`config.mk`:
```
export PLATFORM = sky130hd
export DESIGN_NAME = i2c_master_stop_arb
export DESIGN_NICKNAME = d
export VERILOG_FILES = /design/src/hw/i2c_master_pkg.sv /design/src/hw/i2c_master_stop_arb.sv
export SDC_FILE = /design/constraint.sdc
export NUM_CORES = 1
export LEC_CHECK = 0
export ABC_AREA = 1
export BUFFER_PORTS_ARGS = -buffer_cell sky130_fd_sc_hd__buf_2
export CAP_MARGIN = 20
export CORE_ASPECT_RATIO = 0.6
export CORE_MARGIN = 2
export CORE_UTILIZATION = 45
export DETAILED_ROUTE_END_ITERATION = 16
export HOLD_SLACK_MARGIN = 0.12
export SLEW_MARGIN = 5
export SYNTH_ARGS = -nofsm -noshare
export SYNTH_HDL_FRONTEND = slang
export SYNTH_SLANG_ARGS = --single-unit
```
`constraint.sdc`:
```
create_clock -name i_sys_clk -period 2.4 [get_ports i_sys_clk]
set_input_delay 0.12 -clock i_sys_clk [delete_from_list [all_inputs] [get_ports i_sys_clk]]
set_output_delay 0.12 -clock i_sys_clk [all_outputs]
set_load 0.05 [all_outputs]
```
`src/hw/i2c_master_pkg.sv`:
```
package i2c_master_pkg;

  // control register 2 bit positions
  localparam int CTL_START_BIT = 0;
  localparam int CTL_RESTART_BIT = 1;
  localparam int CTL_STOP_BIT = 2;
  localparam int CTL_RECV_BIT = 3;
  localparam int CTL_ACK_BIT = 4;
  localparam int CTL_ACKDATA_BIT = 5;

  // status register bit positions
  localparam int STAT_FULL_BIT = 0;
  localparam int STAT_START_SEEN_BIT = 3;
  localparam int STAT_STOP_SEEN_BIT = 4;

  // control register 1 bit positions
  localparam int CTL1_ENABLE_BIT = 5;
  localparam int CTL1_WRITE_COLLISION_FLAG_BIT = 7;

  // register offsets
  localparam logic [2:0] ADDR_BUFFER = 3'h0;
  localparam logic [2:0] ADDR_RELOAD = 3'h1;
  localparam logic [2:0] ADDR_CTL1 = 3'h2;
  localparam logic [2:0] ADDR_CTL2 = 3'h3;
  localparam logic [2:0] ADDR_STATUS = 3'h4;
  localparam logic [2:0] ADDR_FLAGS = 3'h5;

  // flag register bits
  localparam int FLAG_PORT_IRQ_BIT = 0;
  localparam int FLAG_COLL_BIT = 1;
  localparam int FLAG_IRQ_EN_BIT = 2;

  // reset values and full bit count
  localparam logic [7:0] RESET_BYTE = 8'h00;
  localparam logic [6:0] RESET_RELOAD = 7'h00;
  localparam logic [3:0] BIT_COUNT_FULL = 4'h8;

  typedef enum logic [3:0] {
    ST_IDLE = 4'b0000,
    ST_START_A = 4'b0001,
    ST_START_B = 4'b0010,
    ST_TX_LOW = 4'b0011,
    ST_TX_HIGH = 4'b0100,
    ST_ACK_LOW = 4'b0101,
    ST_ACK_HIGH = 4'b0110,
    ST_STOP_DRV = 4'b0111,
    ST_STOP_SCL = 4'b1000,
    ST_STOP_SDA = 4'b1001,
    ST_STOP_END = 4'b1010,
    ST_ACKSEQ_LOW = 4'b1011,
    ST_ACKSEQ_HIGH = 4'b1100
  } state_t;

  typedef struct packed {
    logic [2:0] addr;
    logic [7:0] wdata;
    logic wr;
    logic rd;
  } bus_req_t;

  typedef struct packed {
    logic scl;
    logic sda;
  } lines_t;

endpackage : i2c_master_pkg

```
`src/hw/i2c_master_stop_arb.sv`:
```
`timescale 1ns/1ps
`default_nettype none

// Overview of operation
// - buffer write during acknowledge sequence sets write collision flag, buffer kept.
// - stop enable set with SCL low makes master pull SDA low.
// - SDA seen low in stop: reload baud counter, count to zero, release SCL.
// - in stop, SDA released one baud period after SCL released.
// - stop seen flag set when SDA high while SCL high.
// - one baud period after stop, stop enable clears and port interrupt sets.
// - buffer write during stop sequence sets write collision flag, buffer kept.
// - in sleep keep running; wake on completed byte when interrupt enabled.
// - reset disables port and abandons any transfer.
// - start seen and stop seen clear on reset or port disable.
// - bus busy with other traffic: stop on bus raises enabled port interrupt.
// - SDA low while released high with SCL high: collision flag, port idle.
// - collision checked in address, data, start, acknowledge.
// - transmit collision halts shifting, clears full flag, releases lines.
// - sequence collision aborts it, releases lines, clears its enable bits.
// - after lost arbitration keep watching; stop sets port interrupt.
// - after collision new buffer write starts at first data bit.
// - SDA or SCL low at start request: abort, collision flag, idle.
// - start: SDA high loads counter from reload bits; SCL low then collides.
// - SDA low in first start count: reset counter, drive SDA early, no flag.
// - second start count ignores SCL low; SCL driven low at end.
module i2c_master_stop_arb (
  input wire logic i_sys_clk,
  input wire logic i_rst,
  input wire logic [2:0] i_addr,
  input wire logic [7:0] i_wdata,
  input wire logic i_wr,
  input wire logic i_rd,
  input wire logic i_sleep,
  input wire logic i_scl,
  input wire logic i_sda,
  output logic [7:0] o_rdata,
  output logic o_scl_o,
  output logic o_scl_oe,
  output logic o_sda_o,
  output logic o_sda_oe,
  output logic o_wake
);

  i2c_master_pkg::state_t state;
  i2c_master_pkg::bus_req_t req;
  i2c_master_pkg::lines_t s1, s2, s3, ln;
  logic [7:0] tx_rx_buffer;
  logic [7:0] shift;
  logic [6:0] baud_reload_value;
  logic [6:0] baud_counter;
  logic [3:0] bit_cnt;
  logic port_enable;
  logic write_collision_flag;
  logic buffer_full_flag;
  logic port_interrupt_flag;
  logic bus_collision_flag;
  logic irq_enable;
  logic start_seen;
  logic stop_seen;
  logic start_enable, restart_enable, stop_enable, recv_enable, ack_enable, ack_data;
  logic sda_low, scl_low;
  logic prev_sda;
  logic baud_zero;
  logic busy;
  logic wr_buf;
  logic collide;
  logic stop_event;
  logic stop_done;

  assign req = '{addr: i_addr, wdata: i_wdata, wr: i_wr, rd: i_rd};
  assign baud_zero = (baud_counter == 7'h00);
  assign busy = (state != i2c_master_pkg::ST_IDLE);
  assign wr_buf = req.wr && (req.addr == i2c_master_pkg::ADDR_BUFFER);

  // three-stage pin sync; a level change counts once stages two and three agree
  always_ff @(posedge i_sys_clk)
  begin
    if (i_rst)
    begin
      s1 <= 2'h3;
      s2 <= 2'h3;
      s3 <= 2'h3;
      ln <= 2'h3;
    end
    else
    begin
      s1 <= '{scl: i_scl, sda: i_sda};
      s2 <= s1;
      s3 <= s2;
      if (s2.scl == s3.scl)
        ln.scl <= s3.scl;
      if (s2.sda == s3.sda)
        ln.sda <= s3.sda;
    end
  end

  // bus-level start/stop detection runs whatever the master state is
  always_ff @(posedge i_sys_clk)
  begin
    if (i_rst)
      prev_sda <= 1'b1;
    else
      prev_sda <= ln.sda;
  end
  assign stop_event = port_enable && ln.scl && ln.sda && !prev_sda;

  // start seen / stop seen flags
  always_ff @(posedge i_sys_clk)
  begin
    if (i_rst || !port_enable)
    begin
      start_seen <= 1'b0;
      stop_seen <= 1'b0;
    end
    else if (stop_event)
    begin
      stop_seen <= 1'b1;
      start_seen <= 1'b0;
    end
    else if (ln.scl && !ln.sda && prev_sda)
    begin
      start_seen <= 1'b1;
      stop_seen <= 1'b0;
    end
  end

  // arbitration loss: we released SDA but the bus reads low while SCL is high;
  // in the first start count a low SDA is another master's start, not a loss, but a low SCL is
  assign collide = (!sda_low && ln.scl && !ln.sda &&
    (state == i2c_master_pkg::ST_TX_HIGH || state == i2c_master_pkg::ST_ACKSEQ_HIGH)) ||
    (state == i2c_master_pkg::ST_START_A && ln.sda && !ln.scl);

  assign stop_done = (state == i2c_master_pkg::ST_STOP_END) && baud_zero;

  // main sequencer: start, byte transmit, ack, stop
  always_ff @(posedge i_sys_clk)
  begin
    if (i_rst || !port_enable)
    begin
      state <= i2c_master_pkg::ST_IDLE;
      sda_low <= 1'b0;
      scl_low <= 1'b0;
      baud_counter <= 7'h00;
      bit_cnt <= 4'h0;
      shift <= i2c_master_pkg::RESET_BYTE;
    end
    else if (collide)
    begin
      state <= i2c_master_pkg::ST_IDLE;
      sda_low <= 1'b0;
      scl_low <= 1'b0;
      bit_cnt <= 4'h0;
    end
    else
    begin
      if (!baud_zero)
        baud_counter <= baud_counter - 7'h01;
      case (state)
        i2c_master_pkg::ST_IDLE:
        begin
          if (start_enable && ln.sda && ln.scl)
          begin
            baud_counter <= baud_reload_value;
            state <= i2c_master_pkg::ST_START_A;
          end
          else if (stop_enable)
          begin
            sda_low <= 1'b1;
            scl_low <= 1'b1;
            state <= i2c_master_pkg::ST_STOP_DRV;
          end
          else if (ack_enable)
          begin
            sda_low <= !ack_data;
            scl_low <= 1'b1;
            baud_counter <= baud_reload_value;
            state <= i2c_master_pkg::ST_ACKSEQ_LOW;
          end
          else if (wr_buf && !buffer_full_flag)
          begin
            shift <= req.wdata;
            bit_cnt <= 4'h0;
            scl_low <= 1'b1;
            sda_low <= !req.wdata[7];
            baud_counter <= baud_reload_value;
            state <= i2c_master_pkg::ST_TX_LOW;
          end
        end
        i2c_master_pkg::ST_START_A:
        begin
          if (!ln.sda)
          begin
            sda_low <= 1'b1;
            baud_counter <= baud_reload_value;
            state <= i2c_master_pkg::ST_START_B;
          end
          else if (baud_zero)
          begin
            sda_low <= 1'b1;
            baud_counter <= baud_reload_value;
            state <= i2c_master_pkg::ST_START_B;
          end
        end
        i2c_master_pkg::ST_START_B:
        begin
          if (baud_zero)
          begin
            scl_low <= 1'b1;
            state <= i2c_master_pkg::ST_IDLE;
          end
        end
        i2c_master_pkg::ST_TX_LOW:
        begin
          if (baud_zero)
          begin
            scl_low <= 1'b0;
            if (ln.scl)
            begin
              baud_counter <= baud_reload_value;
              state <= (bit_cnt == i2c_master_pkg::BIT_COUNT_FULL) ?
                i2c_master_pkg::ST_ACK_HIGH : i2c_master_pkg::ST_TX_HIGH;
            end
          end
        end
        i2c_master_pkg::ST_TX_HIGH:
        begin
          if (baud_zero)
          begin
            scl_low <= 1'b1;
            shift <= {shift[6:0], 1'b0};
            bit_cnt <= bit_cnt + 4'h1;
            sda_low <= (bit_cnt == 4'h7) ? 1'b0 : !shift[6];
            baud_counter <= baud_reload_value;
            state <= i2c_master_pkg::ST_TX_LOW;
          end
        end
        i2c_master_pkg::ST_ACK_HIGH:
        begin
          if (baud_zero)
          begin
            scl_low <= 1'b1;
            state <= i2c_master_pkg::ST_IDLE;
          end
        end
        i2c_master_pkg::ST_ACKSEQ_LOW:
        begin
          if (baud_zero)
          begin
            scl_low <= 1'b0;
            if (ln.scl)
            begin
              baud_counter <= baud_reload_value;
              state <= i2c_master_pkg::ST_ACKSEQ_HIGH;
            end
          end
        end
        i2c_master_pkg::ST_ACKSEQ_HIGH:
        begin
          if (baud_zero)
          begin
            scl_low <= 1'b1;
            state <= i2c_master_pkg::ST_IDLE;
          end
        end
        i2c_master_pkg::ST_STOP_DRV:
        begin
          if (!ln.sda)
          begin
            baud_counter <= baud_reload_value;
            state <= i2c_master_pkg::ST_STOP_SCL;
          end
        end
        i2c_master_pkg::ST_STOP_SCL:
        begin
          if (baud_zero)
          begin
            scl_low <= 1'b0;
            if (ln.scl)
            begin
              baud_counter <= baud_reload_value;
              state <= i2c_master_pkg::ST_STOP_SDA;
            end
          end
        end
        i2c_master_pkg::ST_STOP_SDA:
        begin
          if (baud_zero)
          begin
            sda_low <= 1'b0;
            if (ln.sda && ln.scl)
            begin
              baud_counter <= baud_reload_value;
              state <= i2c_master_pkg::ST_STOP_END;
            end
          end
        end
        i2c_master_pkg::ST_STOP_END:
        begin
          if (baud_zero)
            state <= i2c_master_pkg::ST_IDLE;
        end
        default:
          state <= i2c_master_pkg::ST_IDLE;
      endcase
    end
  end

  // open-drain pins: enable pulls low, output value is always zero
  always_ff @(posedge i_sys_clk)
  begin
    if (i_rst)
    begin
      o_scl_o <= 1'b0;
      o_sda_o <= 1'b0;
      o_scl_oe <= 1'b0;
      o_sda_oe <= 1'b0;
    end
    else
    begin
      o_scl_o <= 1'b0;
      o_sda_o <= 1'b0;
      o_scl_oe <= scl_low && port_enable && !collide;
      o_sda_oe <= sda_low && port_enable && !collide;
    end
  end

  // software registers; start request with lines already low is a collision
  always_ff @(posedge i_sys_clk)
  begin
    if (i_rst)
    begin
      port_enable <= 1'b0;
      baud_reload_value <= i2c_master_pkg::RESET_RELOAD;
      irq_enable <= 1'b0;
      {start_enable, restart_enable, stop_enable, recv_enable, ack_enable, ack_data} <= 6'h00;
    end
    else
    begin
      if (req.wr && req.addr == i2c_master_pkg::ADDR_RELOAD)
        baud_reload_value <= req.wdata[6:0];
      if (req.wr && req.addr == i2c_master_pkg::ADDR_CTL1)
        port_enable <= req.wdata[i2c_master_pkg::CTL1_ENABLE_BIT];
      if (req.wr && req.addr == i2c_master_pkg::ADDR_FLAGS)
        irq_enable <= req.wdata[i2c_master_pkg::FLAG_IRQ_EN_BIT];
      if (req.wr && req.addr == i2c_master_pkg::ADDR_CTL2 && !busy)
      begin
        start_enable <= req.wdata[i2c_master_pkg::CTL_START_BIT];
        restart_enable <= req.wdata[i2c_master_pkg::CTL_RESTART_BIT];
        stop_enable <= req.wdata[i2c_master_pkg::CTL_STOP_BIT];
        recv_enable <= req.wdata[i2c_master_pkg::CTL_RECV_BIT];
        ack_enable <= req.wdata[i2c_master_pkg::CTL_ACK_BIT];
        ack_data <= req.wdata[i2c_master_pkg::CTL_ACKDATA_BIT];
      end
      else if (collide || !port_enable || (!busy && start_enable && (!ln.sda || !ln.scl)))
        {start_enable, restart_enable, stop_enable, recv_enable, ack_enable} <= 5'h00;
      else
      begin
        if (state == i2c_master_pkg::ST_START_B && baud_zero)
          start_enable <= 1'b0;
        if (stop_done)
          stop_enable <= 1'b0;
        if (state == i2c_master_pkg::ST_ACKSEQ_HIGH && baud_zero)
          ack_enable <= 1'b0;
      end
    end
  end

  // buffer, full flag and write collision flag; set wins over software clear
  always_ff @(posedge i_sys_clk)
  begin
    if (i_rst)
    begin
      tx_rx_buffer <= i2c_master_pkg::RESET_BYTE;
      buffer_full_flag <= 1'b0;
      write_collision_flag <= 1'b0;
    end
    else
    begin
      if (wr_buf && (busy || buffer_full_flag))
        write_collision_flag <= 1'b1;
      else if (req.wr && req.addr == i2c_master_pkg::ADDR_CTL1 &&
               !req.wdata[i2c_master_pkg::CTL1_WRITE_COLLISION_FLAG_BIT])
        write_collision_flag <= 1'b0;
      if (wr_buf && !busy && !buffer_full_flag && port_enable)
      begin
        tx_rx_buffer <= req.wdata;
        buffer_full_flag <= 1'b1;
      end
      else if (collide || (state == i2c_master_pkg::ST_TX_HIGH && bit_cnt == 4'h7 && baud_zero))
        buffer_full_flag <= 1'b0;
    end
  end

  // port interrupt and bus collision flags; hardware set beats software clear
  always_ff @(posedge i_sys_clk)
  begin
    if (i_rst)
    begin
      port_interrupt_flag <= 1'b0;
      bus_collision_flag <= 1'b0;
    end
    else
    begin
      if (stop_done || (stop_event && !busy) ||
          (state == i2c_master_pkg::ST_ACK_HIGH && baud_zero) ||
          (state == i2c_master_pkg::ST_START_B && baud_zero))
        port_interrupt_flag <= 1'b1;
      else if (req.wr && req.addr == i2c_master_pkg::ADDR_FLAGS &&
               !req.wdata[i2c_master_pkg::FLAG_PORT_IRQ_BIT])
        port_interrupt_flag <= 1'b0;
      if (collide || (port_enable && !busy && start_enable && (!ln.sda || !ln.scl)))
        bus_collision_flag <= 1'b1;
      else if (req.wr && req.addr == i2c_master_pkg::ADDR_FLAGS &&
               !req.wdata[i2c_master_pkg::FLAG_COLL_BIT])
        bus_collision_flag <= 1'b0;
    end
  end

  // wake only while sleeping with the interrupt enabled
  always_ff @(posedge i_sys_clk)
  begin
    if (i_rst)
      o_wake <= 1'b0;
    else
      o_wake <= i_sleep && irq_enable && port_interrupt_flag;
  end

  // read data one cycle after the strobe, zero otherwise
  always_ff @(posedge i_sys_clk)
  begin
    if (i_rst || !req.rd)
      o_rdata <= 8'h00;
    else
      case (req.addr)
        i2c_master_pkg::ADDR_BUFFER: o_rdata <= tx_rx_buffer;
        i2c_master_pkg::ADDR_RELOAD: o_rdata <= {1'b0, baud_reload_value};
        i2c_master_pkg::ADDR_CTL1: o_rdata <= {write_collision_flag, 1'b0, port_enable, 5'h00};
        i2c_master_pkg::ADDR_CTL2: o_rdata <= {2'h0, ack_data, ack_enable, recv_enable,
                                               stop_enable, restart_enable, start_enable};
        i2c_master_pkg::ADDR_STATUS: o_rdata <= {3'h0, stop_seen, start_seen, 2'h0,
                                                 buffer_full_flag};
        i2c_master_pkg::ADDR_FLAGS: o_rdata <= {5'h00, irq_enable, bus_collision_flag,
                                                port_interrupt_flag};
        default: o_rdata <= 8'h00;
      endcase
  end

endmodule : i2c_master_stop_arb

`default_nettype wire

```
==> metrics.md, run 1 <==
| Metric | Value |
|---|---|
| Predominant post-synthesis flop cell | `dfxtp_1` |
| Setup violators final | `0` |
| Num rows | `27` |
| Area leader, netlist | `dfxtp_1` |
| PD cells | `roughly 590 nW/um2` |
| Total Die Area | `between 10000 and 15000 um2` |
| WP buf/inv | `3` |
| Fin cells | `~800` |
| N_diodes | `0` |
| Starting Density | `between 40% and 50%` |
| First drt pass iteration count | `5` |
| Max Root-Sink Buffers | `2` |
| Layout cells sized above 1 | `approximately 17%` |
| Placed cell count | `771` |
| CP Cell Sequence | `inv_1 > ha_1 > inv_1 > nor2_1 > nand3_4 > inv_2 > nand2_1 > nand3_1 > nand2_1 > nor2_1 > nand3_1 > o21ai_1 > a21oi_1` |
| Max Clk Rate | `461 MHz` |
| Worst R2R Start | `baud_counter[1]` |
| Worst Max-Slew Pin Slew | `approximately 700 ps` |
| Drt wl/cell | `around 17 um` |
| Req. time, crit path | `~2600 ps` |
| Worst-path clk slew | `around 60 ps` |
| Crit path launch type | `flop` |
| #FFs+latches synth | `between 70 and 80` |
| Sink Count | `73` |
| Die Ht | `between 70 and 80 um` |
| Cell family with most CP delay | `simple AND/OR/NAND/NOR gates` |
| Vias | `between 4000 and 5000` |
| Post-detailed-route via-to-cell ratio | `around 5.5` |
| Initial antenna violation count | `0` |
| Number of synthesized flops with an enable pin | `0` |
| Sequential element share of the synthesized area | `around a third` |
| Slew HR | `~53%` |
| Slowest CP cell | `dfxtp_1` |
| Hold Startpoint | `i_wr` |
| Latest clock arrival within the worst-skew pair | `340 ps` |
| Core Footprint | `just over 9000 um2` |
| Path type of the worst setup path | `reg2reg` |
| Hold crit path type | `in2reg` |
| Area delta synth->final | `16.1%` |
| Status | `finished clean` |
| Commonest non-fill, non-tap cells in the layout | `144 x nand2_1, 87 x nor2_1, 73 x dfxtp_1` |
| Asr flop ratio synth | `0%` |
| Leak | `about 2.2 nW` |
| Period utilization | `between 90% and 100%` |
| DR iter-0 viols | `between 400 and 500` |
| Final wirelength | `~13 mm` |
| Number of global-route vias before repair | `between 3000 and 4000` |
| Worst vdd ir | `between 300 and 400 uV` |
| Most common cell after layout, fill and taps aside | `nand2_1` |
| Largest net degree at the start of global routing | `21` |
| I/O Buffers | `28` |
| Critical Path AT | `between 2000 and 2500 ps` |
| H-tree depth | `3` |
| Hold Vio Cnt, Final | `0` |
| I/O pin count | `31` |
| Crit path launch | `baud_counter[1]` |
| Post-CTS setup repair buffer count | `0` |
| First-pass GRT wire length | `approximately 21 mm` |
| Residual DRC | `0` |
| Layout fillers | `888` |
| Period minus WS final | `around 2200 ps` |
| TritonCTS buffer count | `9` |
| Multi-input gate area | `~2400 um2` |
| Grt total ovfl | `0` |
| CTS tree | `built` |
| Routability cong. | `between 1 and 1.5` |
| Count of cell types in the netlist | `44` |
| Avg Cell Area, Syn | `approximately 6.6 um2` |
| Crit-path max FO | `15` |
| Mapped Area | `around 4200 um2` |
| Max_cap viols | `0` |
| Register Area | `around 1500 um2` |
| Setup TNS | `0 ps` |
| Top post-synthesis cells by area | `dfxtp_1 35%, nand2_1 13%, nor2_1 7.8%` |
| Synth warnings | `0` |
| Overall routing resource usage | `27.0%` |
| Layout Utilization | `between 50% and 60%` |
| Max stage delay on crit path | `about 330 ps` |
| Final Slew Violations | `0` |
| CTS root buf | `clkbuf_16` |
| RSZ-0062 raised after global routing | `no` |
| Mapped Cells | `between 600 and 700` |
| Final ANT Viol Nets | `0` |
| Final net count | `roughly 700` |
| Clk_skew | `slightly below 6 ps` |
| Detailed Place HPWL | `about 10 mm` |
| Yosys top cell area share | `a little over a third` |
| Die W | `between 100 and 150 um` |
| Crit. End Element | `flop` |
layer usage:
metal	GRT usage (%)	share of wire [%]
met1	41.4	50
met2	36.5	39
met3	7.61	9.0
met4	6.96	1.1
met5	0	0
worst min-delay path, stage by stage:
cell and delay (ps):
buf_2 130, o211ai_1 90, a21oi_1 70
state kept, by name (all words and copies together) (netlist names), 2 cells and up:
name	count
o_rdata	8
ln	2
s1	2
s3	2
bit_cnt	4
baud_counter	7
tx_rx_buffer	8
s2	2
shift	7
baud_reload_value	7
state	4
cells by family (layout without fill, tap and decap cells):
logic type	after synthesis	in the layout	synth area share [%]
and+or+nand+nor	338	338	37.4
AOI/OAI and AO/OA	125	125	16.8
buffers and inverters	93	137	9.34
DFF	73	73	34.8
adders and majority gates	4	4	1.19
xor gates and xnor gates	2	2	0.417
other	1	2	0.0892
power breakdown:
part           switching [mW]  internal [mW]  leakage, nW
clock network           0.538          0.942        0.159
registers              0.0102           1.22        0.590
logic                   0.127         0.0617         1.44
layout make-up:
class                           instances  share of cell area (%)
Clock inverter                          6                    1.85
Inverter                               76                    6.00
Sequential cell                        73                    29.9
Multi-Input combinational cell        471                    48.3
Timing Repair Buffer                   45                    6.00
Tap cell                              116                    2.97
Clock buffer                           10                    4.90
synth_stat cells, drive strengths merged, types with 3 or more instances:
cell    count
a21oi      53
clkbuf      5
o22ai       3
o21ai      52
nor3        8
nand2     160
nor2      100
or2         7
a221oi      6
inv        73
clkinv      3
nand3      48
ha          4
dfxtp      73
o211ai      5
buf        12
nand4      10
repair_timing:
action | CTS | global route
hold endpoints to repair | 11 | 0
hold buffers | 10 | 0
endpoints found under the setup margin | 0 | 6
gates resized for setup | 0 | 1
path summary, 6_finish.rpt:
kind | to | slack [ps] | cells after the start
worst min-delay path | write_collision_flag | 140 | 3
worst max register to register | baud_counter[1] | 230 | 13
worst max-delay path | baud_counter[1] | 230 | 13
worst min register to register | s2[1] | 410 | 1
per-stage QoR:
step	worst slack, ps	instance area, um2	total power, mW	hold WS, ps
floorplan	705	4210	1.37	224
global placement	226	4450	1.43	304
detailed placement	173	4450	1.43	307
CTS	158	4880	2.91	126
global route	28.0	4880	3.00	143
finish	229	4880	2.90	137
Power figures use the tool's default switching activity.
==> inputs of run 2 (changes only) <==
Settings changed: ABC_AREA 1 to 0.
==> run 2 against run 1 <==
  * Synthesized cell count down 15%
  * Combinational power decreased by 9.5%
  * Setup slack lost 93 ps
  * Total power fell by 4.7%
  * Sequential power barely moved
  * Critical path type unchanged
==> metrics.md, run 2 <==
| Metric | Value |
|---|---|
| Area leader, netlist | `dfxtp_1` |
| Leak | `2.15 nW (-1.8%)` |
| H-tree depth | `3 (unchanged)` |
| Core Footprint | `9160 um2 (+0.37%)` |
| Overall routing resource usage | `29.9% (+2.9 points)` |
| Adder-Cell Fraction of Synth Area | `1.18% (-0.011 points)` |
| Post-layout power | `2.77 mW (-4.7%)` |
| Most common cell after layout, fill and taps aside | `nor2_1` |
| PD cells | `532 nW/um2 (-11%)` |
| Synth Area in Compound Gates | `24.9% (+8.1 points)` |
| Avg Cell Area, Syn | `7.89 um2 (+19%)` |
| First drt pass iteration count | `5 (unchanged)` |
| Hold crit path type | `in2reg` |
| Top post-synthesis cells by area | `dfxtp_1 34%, nor2_1 6.9%, mux2i_1 6.8%` |
| Max_cap viols | `0 (unchanged)` |
| Req. time, crit path | `2650 ps (+30 ps)` |
| Worst Max-Slew Pin Slew | `566 ps (-130 ps)` |
| Path type of the worst setup path | `reg2reg` |
| Crit path launch type | `flop` |
| Final net count | `626 (-10%)` |
| Final ANT Viol Nets | `0 (unchanged)` |
| Critical Path AT | `2520 ps (+120 ps)` |
| TritonCTS buffer count | `9 (unchanged)` |
| Mapped Area | `4240 um2 (+0.92%)` |
| Post-Synth Simple-Gate Area | `26.5% (-11 points)` |
| Period utilization | `94.4% (+3.9 points)` |
| Routability cong. | `0.949 (-8.6%)` |
| Count leader, synth | `nor2_1` |
| N_diodes | `0 (unchanged)` |
| Final Slew Violations | `0 (unchanged)` |
| CTS tree | `built` |
| Predominant post-synthesis flop cell | `dfxtp_1` |
| Area delta synth->final | `22.6%` |
| Slew HR | `62.1% (+8.8 points)` |
| Crit. End Element | `flop` |
| RSZ-0062 raised after global routing | `no` |
| Multiplexer area fraction after synthesis | `7.37% (+7.4 points)` |
| #FFs+latches synth | `73 (unchanged)` |
| Num rows | `27 (unchanged)` |
| Max Root-Sink Buffers | `2 (unchanged)` |
| Setup TNS | `0 ps (unchanged)` |
| Latest clock arrival within the worst-skew pair | `340 ps (about the same)` |
| Starting Density | `46.4% (+0.25 points)` |
| Setup violators final | `0 (unchanged)` |
| Worst vdd ir | `377 uV (+5.3%)` |
| Worst-path clk slew | `60 ps (about the same)` |
| Period minus WS final | `2260 ps (+93.3 ps)` |
| Commonest non-fill, non-tap cells in the layout | `77 x nor2_1, 73 x dfxtp_1, 56 x buf_4` |
| Sink Count | `73 (unchanged)` |
| Final wirelength | `14.6 mm (+11%)` |
| Vias | `4454 (+0.93%)` |
| Mapped Cells | `538 (-15%)` |
| CTS root buf | `clkbuf_16` |
| Hold Vio Cnt, Final | `0 (unchanged)` |
| Post-detailed-route via-to-cell ratio | `6.03 (+8.9%)` |
| Placed cell count | `712 (-7.7%)` |
| Status | `finished clean` |
| Residual DRC | `0 (unchanged)` |
| Largest registers | `o_rdata (8), tx_rx_buffer (8)` |
| DR iter-0 viols | `559 (+15%)` |
| Number of synthesized flops with an enable pin | `0 (unchanged)` |
| Max Clk Rate | `442 MHz (-4.1%)` |
| Most instantiated cells after synthesis | `78 x nor2_1, 73 x dfxtp_1, 44 x nand2_1` |
| Drt wl/cell | `19.8 um (+20%)` |
| Die Ht | `79.2 um (+0.44%)` |
| Total Die Area | `10200 um2 (+0.89%)` |
| Crit-path max FO | `5 (-10)` |
| Sequential element share of the synthesized area | `34.4% (-0.32 points)` |
| Grt total ovfl | `0 (unchanged)` |
| Count of cell types in the netlist | `77 (+75%)` |
| Fin cells | `739 (-7.3%)` |
| Largest family of logic cells by synthesized area | `simple AND/OR/NAND/NOR gates` |
| Initial antenna violation count | `0 (unchanged)` |
| Die W | `129 um (+0.45%)` |
| Yosys top cell area share | `34.4% (-0.32 points)` |
| Detailed Place HPWL | `10.8 mm (+8.1%)` |
| First-pass GRT wire length | `23.0 mm (+8.9%)` |
| Xor/xnor cell area share of the yosys netlist | `0.413% (-0.0038 points)` |
| Largest net degree at the start of global routing | `35 (+67%)` |
| Layout cells sized above 1 | `20.9% (+3.4 points)` |
| Synth warnings | `0 (unchanged)` |
| I/O Buffers | `28 (unchanged)` |
| Clk_skew | `4.76 ps (-1.01 ps)` |
| Asr flop ratio synth | `0% (unchanged)` |
| I/O pin count | `31 (unchanged)` |
| Number of global-route vias before repair | `4052 (+1.9%)` |
## run 2: final cells by class
| class | instances | area, um2 |
|---|---|---|
| flip-flops and latches | 73 | 1460 |
| clock buffers | 10 | 229 |
| inverters | 9 | 33.8 |
| well taps | 130 | 163 |
| multi-input cells | 417 | 2580 |
| repair buffers | 94 | 672 |
| fillers | 850 | 3950 |
| clock inverters | 6 | 67.6 |
## run 2: stage by stage
stage	util, %	hold WS (ps)	instance area (um2)	setup slack [ps]
6_report	56.8	137	5200	136
5_1_grt	56.8	152	5200	11.6
3_3_place_gp	52.4	306	4800	100
2_1_floorplan	-	224	4250	183
4_1_cts	56.5	126	5170	21.7
3_5_place_dp	52.4	311	4800	35.7
## run 2: power by group
group / switching [mW] / total, mW / internal [mW] / leakage [nW]
logic: 0.104 / 0.171 / 0.0670 / 1.42
clock network: 0.556 / 1.37 / 0.809 / 0.139
registers: 0.0102 / 1.23 / 1.22 / 0.590
## run 2: per-layer routing
layer	up-vias	share of wire, %	track usage (%)	wire [um]
met4	0	2.0	8.59	293
met2	225	39	40.2	5750
li1	2093	-	-	-
met1	2104	49	45.3	7160
met3	32	9.7	8.69	1420
met5	-	0	0	0
## run 2: worst max-delay path, cell delays in order, from the launching register on
cell      delay, ps
dfxtp_1         310
inv_1            70
ha_1            200
or3b_1          440
nor3_1          340
buf_4           180
o21ai_2          80
nor2_4          160
buf_4           150
nor2_1           50
a311oi_2        220
## run 2: worst paths after layout
path,to,from,slack [ps],cells after the start
worst max-delay path,shift[4],baud_counter[0],140,10
worst min-delay path,shift[1],i_wdata[1],140,3
worst max register to register,shift[4],baud_counter[0],140,10
worst min register to register,s2[0],s1[0],410,1
## run 2: cell families after synthesis
group / after synthesis
flops: 73
other cells: 1
fa+ha+maj: 4
buf+inv: 49
simple gates: 222
compound gates: 156
xor+xnor: 2
mux: 31
## run 2: repair_timing
action	in CTS	in global routing
setup buffers	0	3
gates resized for setup	0	4
setup endpoints to repair	0	8
hold buffers	8	0
endpoints found under the hold margin	15	0
==> inputs of run 3 (changes only) <==
Settings changed: ABC_AREA 0 to 1, GPL_ROUTABILITY_DRIVEN set to 0.
==> run 3 against run 2 <==
  * Flip-flop and latch count unchanged
  * Largest cell class unchanged
  * Total power increased by 0.12%
  * Cell count grew 7.8%
  * Critical endpoint is now baud_counter[1]
  * Largest power group unchanged
  * Final area fell by 6.8%
  * Global-route usage fell by 3.3 points
  * Combinational power rose by 9%
  * Count of clock-buffer cells in the layout rose by 1
==> metrics.md, run 3 (same netlist as run 1, synthesis figures left out) <==
| Metric | Value |
|---|---|
| Starting Density | `46.1% (-0.25 points)` |
| Slew HR | `56.8% (-5.3 points)` |
| Req. time, crit path | `2630 ps (-20 ps)` |
| Commonest non-fill, non-tap cells in the layout | `144 x nand2_1, 87 x nor2_1, 73 x dfxtp_1` |
| Register share of total power | `44.6% (about the same)` |
| Layout cells sized above 1 | `17.3% (-3.5 points)` |
| Sw Share | `23.6% (-0.58 points)` |
| Max Root-Sink Buffers | `2 (unchanged)` |
| Grt total ovfl | `0 (unchanged)` |
| Final hold slack | `148 ps (+11.2 ps)` |
| Worst vdd ir | `313 uV (-17%)` |
| Final Slew Violations | `0 (unchanged)` |
| N_diodes | `0 (unchanged)` |
| I/O Buffers | `28 (unchanged)` |
| Vias | `4374 (-1.8%)` |
| CTS tree | `built` |
| Hold crit path type | `in2reg` |
| Crit-path max FO | `13 (+8)` |
| PD cells | `571 nW/um2 (+7.4%)` |
| Num rows | `27 (unchanged)` |
| RSZ-0062 raised after global routing | `no` |
| Crit. End Element | `flop` |
| Die W | `129 um (-0.44%)` |
| Total Die Area | `10200 um2 (-0.88%)` |
| Worst Max-Slew Pin Slew | `645 ps (+78.2 ps)` |
| Critical Path AT | `2390 ps (-130 ps)` |
| Status | `finished clean` |
| Placed Area | `4450 um2 (-7.3%)` |
| Initial antenna violation count | `0 (unchanged)` |
| Net Sw Power | `0.655 mW (-2.3%)` |
| Sink Count | `73 (unchanged)` |
| Clock power share | `48.7% (-0.6 points)` |
| Leak | `2.17 nW (+1.0%)` |
| Die Ht | `78.9 um (-0.44%)` |
| First-pass GRT wire length | `20.6 mm (-10%)` |
| Detailed Place HPWL | `9.93 mm (-8.3%)` |
| Post-detailed-route via-to-cell ratio | `5.49 (-8.9%)` |
| Final ANT Viol Nets | `0 (unchanged)` |
| H-tree depth | `3 (unchanged)` |
| Layout Utilization | `53.2% (-3.7 points)` |
| Area delta synth->final | `15.3%` |
| Hold Vio Cnt, Final | `0 (unchanged)` |
| Clk_skew | `6.37 ps (+1.61 ps)` |
| Max_cap viols | `0 (unchanged)` |
| I/O pin count | `31 (unchanged)` |
| Final net count | `698 (+12%)` |
| Most common cell after layout, fill and taps aside | `nand2_1` |
| Core Footprint | `9120 um2 (-0.37%)` |
| Period utilization | `90.1% (-4.3 points)` |
| Int Power | `2.12 mW (+0.89%)` |
| Path type of the worst setup path | `reg2reg` |
| Setup TNS | `0 ps (unchanged)` |
| First drt pass iteration count | `5 (unchanged)` |
| Period minus WS final | `2160 ps (-103 ps)` |
| Overall routing resource usage | `26.6% (-3.3 points)` |
| Final Cell Area | `4850 um2 (-6.8%)` |
| DR iter-0 viols | `501 (-10%)` |
| Number of global-route vias before repair | `3918 (-3.3%)` |
| Setup WS post-layout | `239 ps (+103 ps)` |
| Latest clock arrival within the worst-skew pair | `330 ps (about the same)` |
| Drt wl/cell | `16.2 um (-18%)` |
| Combinational power share | `6.7% (+0.5 points)` |
| Crit path launch type | `flop` |
| Residual DRC | `0 (unchanged)` |
| Largest registers | `o_rdata (8), tx_rx_buffer (8)` |
| CTS root buf | `clkbuf_16` |
| Max Clk Rate | `463 MHz (+4.8%)` |
| Setup WS pre-CTS | `146 ps (+110 ps)` |
| Final wirelength | `12.9 mm (-12%)` |
| Largest net degree at the start of global routing | `21 (-40%)` |
| Worst-path clk slew | `60 ps (about the same)` |
| Setup violators final | `0 (unchanged)` |
| TritonCTS buffer count | `9 (unchanged)` |
==> run 3: changes by cell type in the layout (fill, tap and decap cells not counted), moves of 11 or more <==
cell and delta:
nand3_1 +27, mux2i_1 -29, nand2_1 +100, o21ai_0 +12
inv_1 +48, nand2_2 +12, inv_2 +16, buf_4 -49
nor2b_1 -11
==> run 3: layout make-up <==
type / instances / area (um2)
repair buffers: 45 / 293
fillers: 895 / 4270
clock inverters: 5 / 55.1
multi-input cells: 471 / 2360
well taps: 116 / 145
clock buffers: 11 / 243
flip-flops and latches: 73 / 1460
inverters: 76 / 293
==> run 3: power groups by stage <==
| stage | sequential (mW) | clock [mW] | combinational (mW) |
|---|---|---|---|
| after floorplan | 1.26 | 0 | 0.111 |
| after global placement | 1.26 | 0 | 0.170 |
| after detailed placement | 1.26 | 0 | 0.169 |
| after CTS | 1.23 | 1.37 | 0.183 |
| after global routing | 1.24 | 1.43 | 0.206 |
| final | 1.24 | 1.35 | 0.187 |
==> run 3: per-stage QoR <==
| stage | instances | power (mW) |
|---|---|---|
| after CTS | 797 | 2.79 |
| final | 797 | 2.77 |
| after detailed placement | 771 | 1.43 |
| after floorplan | 637 | 1.37 |
| after global routing | 797 | 2.87 |
| after global placement | 771 | 1.43 |
==> run 3: final timing paths <==
check | start | endpoint | slack, ps | cells past startpoint
max | baud_counter[1] | baud_counter[1] | 240 | 13
min | i_wdata[2] | stop_enable | 150 | 3
max reg2reg | baud_counter[1] | baud_counter[1] | 240 | 13
min reg2reg | s1[0] | s2[0] | 410 | 1
==> run 3: worst max-delay path: stages (launching register included) <==
cell,delay (ps)
dfxtp_1,320
inv_1,100
ha_1,140
inv_1,30
nor2_1,160
nand3_4,220
inv_2,310
nand2_1,200
nand3_1,110
nand2_1,70
nor2_1,120
nand3_1,80
o21ai_1,120
a21oi_1,70
==> run 3: timing repair <==
action,in CTS,in global routing
resized for setup,0,1
endpoints found under the hold margin,12,0
buffers inserted,0,0
hold buffers,10,0
endpoints found under the setup margin,0,3
==> run 3: layer usage <==
metal	up-vias	track usage [%]	wire [um]
li1	2159	-	-
met1	1989	41.4	6570
met2	215	34.7	4870
met3	11	7.28	1350
met4	0	6.96	111
met5	-	3.21	0
